==> src/dspm_params.svh <==
`ifndef DSPM_PARAMS_SVH
`define DSPM_PARAMS_SVH

// Width of the port C control vectors.
`define DSPM_PORT_W 16
// Port C bit position of the shared index pin.
`define DSPM_INDEX_BIT 4'h2
// Port C bit position of the shared home pin.
`define DSPM_HOME_BIT 4'h3
// Number of synchronised pad inputs.
`define DSPM_SYNC_W 2
// Reset level of every single-bit state flop.
`define DSPM_BIT_RST 1'h0

`endif

==> src/dspm_pkg.sv <==
// Types shared by the shared-pin mux and its synchroniser.
package dspm_pkg;

	// Function that a shared pin is connected to.
	typedef enum logic [2:0] {
		DSPM_FN_NONE,
		DSPM_FN_DECODER,
		DSPM_FN_TIMER,
		DSPM_FN_SPI,
		DSPM_FN_GPIO
	} dspm_func_t;

	// Whole state of the mux: selections, pad drive and core-side inputs.
	typedef struct packed {
		dspm_func_t index_fn;
		dspm_func_t home_fn;
		logic miso_bit;
		logic idx_o;
		logic idx_oe;
		logic home_o;
		logic home_oe;
		logic idx_pu;
		logic home_pu;
		logic dec_index;
		logic dec_home;
		logic tb2_in;
		logic tb3_in;
		logic gpio2_in;
		logic gpio3_in;
		logic miso_in;
		logic slave_sel;
		logic mode_fault;
	} dspm_state_t;

	// State of the two-flop synchroniser.
	typedef struct packed {
		logic [1:0] first;
		logic [1:0] second;
	} dspm_sync_t;

endpackage

==> src/dspm_sync.sv <==
`timescale 1ns/100ps
`include "dspm_params.svh"

// Two-flop synchroniser for the shared pad inputs.
module dspm_sync (
	input wire logic clock_i,
	input wire logic reset_n_i,
	input wire logic [`DSPM_SYNC_W-1:0] d_i,
	output logic [`DSPM_SYNC_W-1:0] q_o
);

	dspm_pkg::dspm_sync_t s_r; // Registered synchroniser state.
	dspm_pkg::dspm_sync_t s_nxt; // Next synchroniser state.

	// The first stage is read only by the second stage.
	always_comb begin
		s_nxt = s_r;
		s_nxt.first = d_i;
		s_nxt.second = s_r.first;
	end

	// Both stages clear on synchronous reset.
	always_ff @(posedge clock_i) begin
		if (!reset_n_i) begin
			s_r <= '0;
		end else begin
			s_r <= s_nxt;
		end
	end

	assign q_o = s_r.second;

endmodule

==> src/dspm_mux.sv <==
`timescale 1ns/100ps
`include "dspm_params.svh"

// Contract
// RULE_01: Index_pin_alt_select bit set routes SPI slave-out.
// RULE_02: Home_pin_alt_select bit set routes SPI select.
// RULE_03: Slave-out floats while slave not selected.
// RULE_04: Slave bit launched half period before sampling.
// RULE_05: Full variant resets index pin to decoder.
// RULE_06: Full variant resets home pin to decoder.
// RULE_07: Reduced variant resets to none; software reprograms.
// RULE_08: Clearing pull-up bit 2 disables index pull-up.
// RULE_09: Setting pull-up bit 3 disables home pull-up.
// RULE_10: Select is slave input or master arbitration.
// RULE_11: GPIO pins individually input or output.
// RULE_12: Alt clear routes decoder, timer or GPIO.
module dspm_mux #(
	parameter int PORT_W = `DSPM_PORT_W,
	parameter bit FULL_VARIANT = 1'b1
) (
	input wire logic clock_i,
	input wire logic reset_n_i,
	input wire logic cfg_load_i,
	input wire logic index_pin_alt_select_i,
	input wire logic home_pin_alt_select_i,
	input wire logic [PORT_W-1:0] periph_enable_i,
	input wire logic [PORT_W-1:0] timer_select_i,
	input wire logic [PORT_W-1:0] port_c_pullup_enable_reg_i,
	input wire logic [PORT_W-1:0] gpio_dir_i,
	input wire logic [PORT_W-1:0] gpio_data_i,
	input wire logic timer_b_ch2_out_i,
	input wire logic timer_b_ch2_oe_i,
	input wire logic timer_b_ch3_out_i,
	input wire logic timer_b_ch3_oe_i,
	input wire logic spi_slave_mode_i,
	input wire logic spi_slave_out_bit_i,
	input wire logic spi_launch_i,
	input wire logic index_pad_i,
	output logic index_pad_o,
	output logic index_pad_oe_o,
	output logic index_pullup_o,
	input wire logic home_pad_i,
	output logic home_pad_o,
	output logic home_pad_oe_o,
	output logic home_pullup_o,
	output logic decoder_index_in_o,
	output logic decoder_home_in_o,
	output logic timer_b_ch2_in_o,
	output logic timer_b_ch3_in_o,
	output logic port_c_pin2_in_o,
	output logic port_c_pin3_in_o,
	output logic spi1_master_in_o,
	output logic spi1_slave_select_o,
	output logic spi1_mode_fault_o
);

	// Reset selection of both pins depends on the variant.
	localparam dspm_pkg::dspm_func_t RST_FN =
		FULL_VARIANT ? dspm_pkg::DSPM_FN_DECODER : dspm_pkg::DSPM_FN_NONE;

	dspm_pkg::dspm_state_t s_r; // Registered mux state.
	dspm_pkg::dspm_state_t s_nxt; // Next mux state.
	logic [`DSPM_SYNC_W-1:0] pad_q; // Synchronised pads, index in bit 0.
	logic idx_q; // Synchronised index pad level.
	logic home_q; // Synchronised home pad level.
	logic ss_act; // Select pin routed to SPI and driven low.

	// Chooses the function of one pin from its alternate and enable bits.
	function automatic dspm_pkg::dspm_func_t dspm_pick(input logic alt, input logic pen,
			input logic tsel);
		if (alt) begin
			dspm_pick = dspm_pkg::DSPM_FN_SPI; // [RULE_01] [RULE_02]
		end else if (!pen) begin
			dspm_pick = dspm_pkg::DSPM_FN_GPIO; // [RULE_12]
		end else if (tsel) begin
			dspm_pick = dspm_pkg::DSPM_FN_TIMER; // [RULE_12]
		end else begin
			dspm_pick = dspm_pkg::DSPM_FN_DECODER; // [RULE_12]
		end
	endfunction

	// Pads are asynchronous to the system clock, so they are synchronised first.
	dspm_sync u_sync (
		.clock_i(clock_i),
		.reset_n_i(reset_n_i),
		.d_i({home_pad_i, index_pad_i}),
		.q_o(pad_q)
	);

	assign idx_q = pad_q[0];
	assign home_q = pad_q[1];
	assign ss_act = (s_r.home_fn == dspm_pkg::DSPM_FN_SPI) && !home_q;

	// Computes the next selection, pad drive and core-side inputs.
	always_comb begin
		s_nxt = s_r;
		// A configuration load takes the new selection for both pins.
		if (cfg_load_i) begin
			s_nxt.index_fn = dspm_pick(index_pin_alt_select_i,
				periph_enable_i[`DSPM_INDEX_BIT], timer_select_i[`DSPM_INDEX_BIT]);
			s_nxt.home_fn = dspm_pick(home_pin_alt_select_i,
				periph_enable_i[`DSPM_HOME_BIT], timer_select_i[`DSPM_HOME_BIT]);
		end
		// The core pulses launch on the edge opposite the master's sampling edge.
		if (spi_launch_i && spi_slave_mode_i) begin
			s_nxt.miso_bit = spi_slave_out_bit_i; // [RULE_04]
		end
		// Index pad drive follows the selected function.
		unique case (s_r.index_fn)
			dspm_pkg::DSPM_FN_TIMER: begin
				s_nxt.idx_o = timer_b_ch2_out_i;
				s_nxt.idx_oe = timer_b_ch2_oe_i;
			end
			dspm_pkg::DSPM_FN_SPI: begin
				s_nxt.idx_o = s_r.miso_bit; // [RULE_04]
				s_nxt.idx_oe = spi_slave_mode_i && ss_act; // [RULE_03]
			end
			dspm_pkg::DSPM_FN_GPIO: begin
				s_nxt.idx_o = gpio_data_i[`DSPM_INDEX_BIT];
				s_nxt.idx_oe = gpio_dir_i[`DSPM_INDEX_BIT]; // [RULE_11]
			end
			dspm_pkg::DSPM_FN_DECODER, dspm_pkg::DSPM_FN_NONE: begin
				s_nxt.idx_o = `DSPM_BIT_RST;
				s_nxt.idx_oe = `DSPM_BIT_RST;
			end
		endcase
		// Home pad drive; the select function is input only.
		unique case (s_r.home_fn)
			dspm_pkg::DSPM_FN_TIMER: begin
				s_nxt.home_o = timer_b_ch3_out_i;
				s_nxt.home_oe = timer_b_ch3_oe_i;
			end
			dspm_pkg::DSPM_FN_GPIO: begin
				s_nxt.home_o = gpio_data_i[`DSPM_HOME_BIT];
				s_nxt.home_oe = gpio_dir_i[`DSPM_HOME_BIT]; // [RULE_11]
			end
			dspm_pkg::DSPM_FN_SPI, dspm_pkg::DSPM_FN_DECODER, dspm_pkg::DSPM_FN_NONE: begin
				s_nxt.home_o = `DSPM_BIT_RST;
				s_nxt.home_oe = `DSPM_BIT_RST;
			end
		endcase
		// Pull-ups: index bit is an enable, home bit is a disable.
		s_nxt.idx_pu = port_c_pullup_enable_reg_i[`DSPM_INDEX_BIT]; // [RULE_08]
		s_nxt.home_pu = !port_c_pullup_enable_reg_i[`DSPM_HOME_BIT]; // [RULE_09]
		// Pad levels reach only the core that owns the pin.
		s_nxt.dec_index = (s_r.index_fn == dspm_pkg::DSPM_FN_DECODER) && idx_q;
		s_nxt.dec_home = (s_r.home_fn == dspm_pkg::DSPM_FN_DECODER) && home_q;
		s_nxt.tb2_in = (s_r.index_fn == dspm_pkg::DSPM_FN_TIMER) && idx_q;
		s_nxt.tb3_in = (s_r.home_fn == dspm_pkg::DSPM_FN_TIMER) && home_q;
		s_nxt.gpio2_in = (s_r.index_fn == dspm_pkg::DSPM_FN_GPIO) && idx_q;
		s_nxt.gpio3_in = (s_r.home_fn == dspm_pkg::DSPM_FN_GPIO) && home_q;
		s_nxt.miso_in = (s_r.index_fn == dspm_pkg::DSPM_FN_SPI) && !spi_slave_mode_i && idx_q;
		// Select is the slave's enable, or a mode fault for a master.
		s_nxt.slave_sel = spi_slave_mode_i && ss_act; // [RULE_10]
		s_nxt.mode_fault = !spi_slave_mode_i && ss_act; // [RULE_10]
	end

	// Registers the state; reset applies the variant's default selection.
	always_ff @(posedge clock_i) begin
		if (!reset_n_i) begin
			s_r <= '0;
			s_r.index_fn <= RST_FN; // [RULE_05] [RULE_07]
			s_r.home_fn <= RST_FN; // [RULE_06] [RULE_07]
		end else begin
			s_r <= s_nxt;
		end
	end

	assign index_pad_o = s_r.idx_o;
	assign index_pad_oe_o = s_r.idx_oe;
	assign index_pullup_o = s_r.idx_pu;
	assign home_pad_o = s_r.home_o;
	assign home_pad_oe_o = s_r.home_oe;
	assign home_pullup_o = s_r.home_pu;
	assign decoder_index_in_o = s_r.dec_index;
	assign decoder_home_in_o = s_r.dec_home;
	assign timer_b_ch2_in_o = s_r.tb2_in;
	assign timer_b_ch3_in_o = s_r.tb3_in;
	assign port_c_pin2_in_o = s_r.gpio2_in;
	assign port_c_pin3_in_o = s_r.gpio3_in;
	assign spi1_master_in_o = s_r.miso_in;
	assign spi1_slave_select_o = s_r.slave_sel;
	assign spi1_mode_fault_o = s_r.mode_fault;
endmodule

==> config.mk <==
export PLATFORM = sky130hd
export DESIGN_NAME = dspm_mux
export DESIGN_NICKNAME = d
export VERILOG_FILES = /design/src/dspm_pkg.sv /design/src/dspm_sync.sv /design/src/dspm_mux.sv
export VERILOG_INCLUDE_DIRS = /design/src
export SDC_FILE = /design/constraint.sdc
export NUM_CORES = 1
export LEC_CHECK = 0
export BUFFER_PORTS_ARGS = -buffer_cell sky130_fd_sc_hd__buf_2
export CAP_MARGIN = 20
export CORE_UTILIZATION = 35
export CTS_CLUSTER_DIAMETER = 30
export CTS_CLUSTER_SIZE = 30
export DETAILED_ROUTE_END_ITERATION = 10
export MAX_ROUTING_LAYER = met4
export PLACE_DENSITY = 0.94
export REMOVE_ABC_BUFFERS = 1
export SLEW_MARGIN = 20
export SYNTH_ARGS = -nofsm -noshare
export SYNTH_HDL_FRONTEND = slang
export SYNTH_SLANG_ARGS = --single-unit
export TNS_END_PERCENT = 100
==> constraint.sdc <==
create_clock -name clock_i -period 1.8 [get_ports clock_i]
set_input_delay 0.09 -clock clock_i [delete_from_list [all_inputs] [get_ports clock_i]]
set_output_delay 0.09 -clock clock_i [all_outputs]
set_load 0.005 [all_outputs]
==> summary.md <==
| Metric | Value |
|---|---|
| Maxcap violations | 0 |
| Worst setup EP type | register |
| Combinational power share | between 10% and 20% |
| Fillers | 257 |
| WHS | 0.0282 ns |
| Via Count | 804 |
| Routed met3 length | 99 um |
| # DRC | 0 |
| Top sig layer | met4 |
| Ant diodes | 0 |
| VDD IR max | 0.506 mV |
| Vias in the first global route | 636 |
| Final ANT Viol Nets | 0 |
| Post-CTS Setup Repair Bufs | 0 |
| R2r endpoint | index_pad_oe_o |
| Skew-Pair Late Insertion Delay | 0.31 ns |
| # setup viols final | 0 |
| Setup_tns | 0 ns |
| Final core utilization | 48.2% |
| Slew Limit Fails | 0 |
| Final Net Count | about 230 |
| IO Count | 109 |
| Worst setup path end | index_pad_oe_o |
| Fraction of layout cells with a size suffix above 1 | 32.1% |
| Sw frac | 23.1% |
| CP Max Fanout | 11 |
| WS Path Type | reg2reg |
| Core Region | roughly 2500 um2 |
| H-tree levels | 1 |
| Leak Pwr | around 0.54 nW |
| Finished Layout Cells | between 150 and 200 |
| Die W | 54.3 um |
| Largest net degree at the start of global routing | 23 |
| Wl on met1 | 827 um |
| Initial DRC Count | 16 |
| Initial antenna violation count | 0 |
| Pint | between 0.7 and 0.8 mW |
| Max reg flops | 7 |
| WL met2 | 805 um |
| Placed insts | 160 |
| Max transition margin | between 70% and 80% |
| DR vias/cell | about 4.8 |
| Total GRT Usage | 14.2% |
| Dpl hpwl | 1.30 mm |
| CTS Buf Count | 3 |
| Final GP Congestion | 0.702 |
| Nature of the critical path startpoint | register |
| Power Density | approximately 780 nW/um2 |
| Clock tree from TritonCTS | done |
| Port Buffers | 38 |
| Endpoints failing hold | 0 |
| Count of cell types in the netlist | 27 |
| WL final | 1.78 mm |
| CP peak stage delay | 0.54 ns |
| Drt pass-1 iters | 2 |
| HP Start | spi_slave_mode_i |
| Buffers & Inverters on Critical Path | 0 |
| Largest register by flop count | s_r |
| Crit path cell chain | nand4b_1 -> o2bb2a_4 -> a21oi_1 |
| Site row count | 18 |
| Crit-path leading delay family | flip-flops |
| Slowest cell on crit path | dfxtp_1 |
| Longest Clk Path Bufs | 2 |
| Wire length per cell | 10.7 um |
| Worst Skew | 0.00770 ns |
| RR Startpoint | s_r[20] |
| Worst-Margin Slew | between 0.3 and 0.4 ns |
| CTS clk-pin slew, worst paths | between 0.1 and 0.15 ns |
| Initial core utilization | 37.9% |
| Commonest non-fill, non-tap cells in the layout | 38 x buf_2, 26 x dfxtp_1, 8 x nand2_1 |
| NetSw | 0.221 mW |
| Clock power share | 24.3% |
| Sequential area share after synthesis | 54.5% |
| CP arrival | 1.36 ns |
| WP data required | 2.05 ns |
| Part of the cycle the worst path needs | between 60% and 70% |
| Clock Sinks | 26 |
| FF-to-FF path depth | 3 |
| Area Overhead vs Synth | 27.2% |
| Flop2flop setup slack | 0.69 ns |
| WP depth | 3 |
| Sequential Power Share | 64.8% |
| Synth Instances | 97 |
| Root buffer cell | clkbuf_4 |
| Yosys reg bits | 26 |
| Worst Setup SP | s_r[20] |
| Period minus WS final | roughly 1.1 ns |
| Die area | just under 3000 um2 |
| Synth Cell Area | between 900 and 1000 um2 |
| Most common cell after layout, fill and taps aside | buf_2 |
| First-pass GRT wire length | 2.79 mm |
| Die H | 54.3 um |
| Unrepaired setup endpoints after global routing | false |
| Status | completed |
| Synth warnings | 0 |
| Synth Area per Inst | 9.85 um2 |
| Grt ovf | 0 |
| Max frequency | 903 MHz |
| Worst hold path type | in2reg |
==> per-stage QoR <==
stage,setup slack [ns],cell area [um2],total power [mW]
2_1_floorplan,0.848,926,0.673
3_3_place_gp,0.763,1150,0.724
3_5_place_dp,0.717,1150,0.728
4_1_cts,0.684,1220,0.962
5_1_grt,0.579,1220,1.01
6_report,0.693,1220,0.954
==> worst register-to-register path, cell delays in order (launching register included) <==
cell	delay [ns]
dfxtp_1	0.54
nand4b_1	0.16
o2bb2a_4	0.21
a21oi_1	0.13
==> routing by layer <==
layer / track usage, % / up-vias
li1: - / 420
met1: 17.9 / 349
met2: 19.5 / 29
met3: 5.00 / 6
met4: 8.12 / 0
met5: - / -
==> what timing repair did <==
action,CTS,global route
resized for setup,0,0
endpoints found under the hold margin,4,0
hold buffers,4,0
==> synthesized netlist by cell type <==
cell | n | area share [%]
o21ai_0 | 3 | 1.6
o2bb2a_4 | 1 | 2.1
nor4_1 | 2 | 1.3
o22ai_1 | 2 | 1.3
dfxtp_1 | 26 | 54
nand3b_1 | 1 | 0.79
buf_2 | 3 | 1.6
nor3b_2 | 1 | 1.3
nor3_1 | 2 | 1.0
a31oi_1 | 1 | 0.65
nand2b_2 | 1 | 0.92
nand2_1 | 8 | 3.1
mux2i_1 | 3 | 3.1
o31ai_1 | 1 | 0.79
nand4b_1 | 1 | 0.92
nand2b_1 | 3 | 2.0
nor4b_1 | 3 | 2.7
inv_1 | 1 | 0.39
nor2b_1 | 6 | 3.9
and2_1 | 5 | 3.3
buf_4 | 2 | 1.6
nor2_1 | 5 | 2.0
nand3_1 | 5 | 2.6
a21oi_1 | 5 | 2.6
a21boi_0 | 1 | 0.79
a22oi_1 | 2 | 1.6
o21ai_1 | 3 | 1.6
==> kinds of logic (layout without fill, tap and decap cells) <==
family,after synthesis,in the layout,synth area share [%]
buffers and inverters,6,46,3.53
AND/OR/NAND/NOR,43,43,25.9
flip-flops,26,26,54.5
AO/OA/AOI/OAI,19,19,13.0
multiplexers,3,3,3.14
==> power by group through the flow <==
stage / Sequential, mW / Combinational (mW) / Clock, mW
after floorplan: 0.627 / 0.0459 / 0
after global placement: 0.629 / 0.0947 / 0
after detailed placement: 0.630 / 0.0976 / 0
after CTS: 0.618 / 0.104 / 0.240
after global routing: 0.623 / 0.118 / 0.273
final: 0.617 / 0.104 / 0.232
==> area by class of cell <==
| cell class | count | area [um2] | share of cell area [%] |
|---|---|---|---|
| Clock buffer | 3 | 22.5 | 1.85 |
| Inverter | 1 | 3.75 | 0.309 |
| Timing Repair Buffer | 42 | 230 | 18.9 |
| Tap cell | 30 | 37.5 | 3.09 |
| Multi-Input combinational cell | 65 | 402 | 33.0 |
| Sequential cell | 26 | 520 | 42.8 |
==> how the worst min path moves through the flow <==
stage                             to  slack [ns]  depth (start not counted)
global placement       home_pullup_o        0.25                          2
detailed placement     home_pullup_o        0.25                          2
global route        spi1_master_in_o       0.007                          2
CTS                 spi1_master_in_o        0.02                          2
finish              spi1_master_in_o        0.03                          2
floorplan           spi1_master_in_o        0.16                          1
Power figures use the tool's default switching activity.
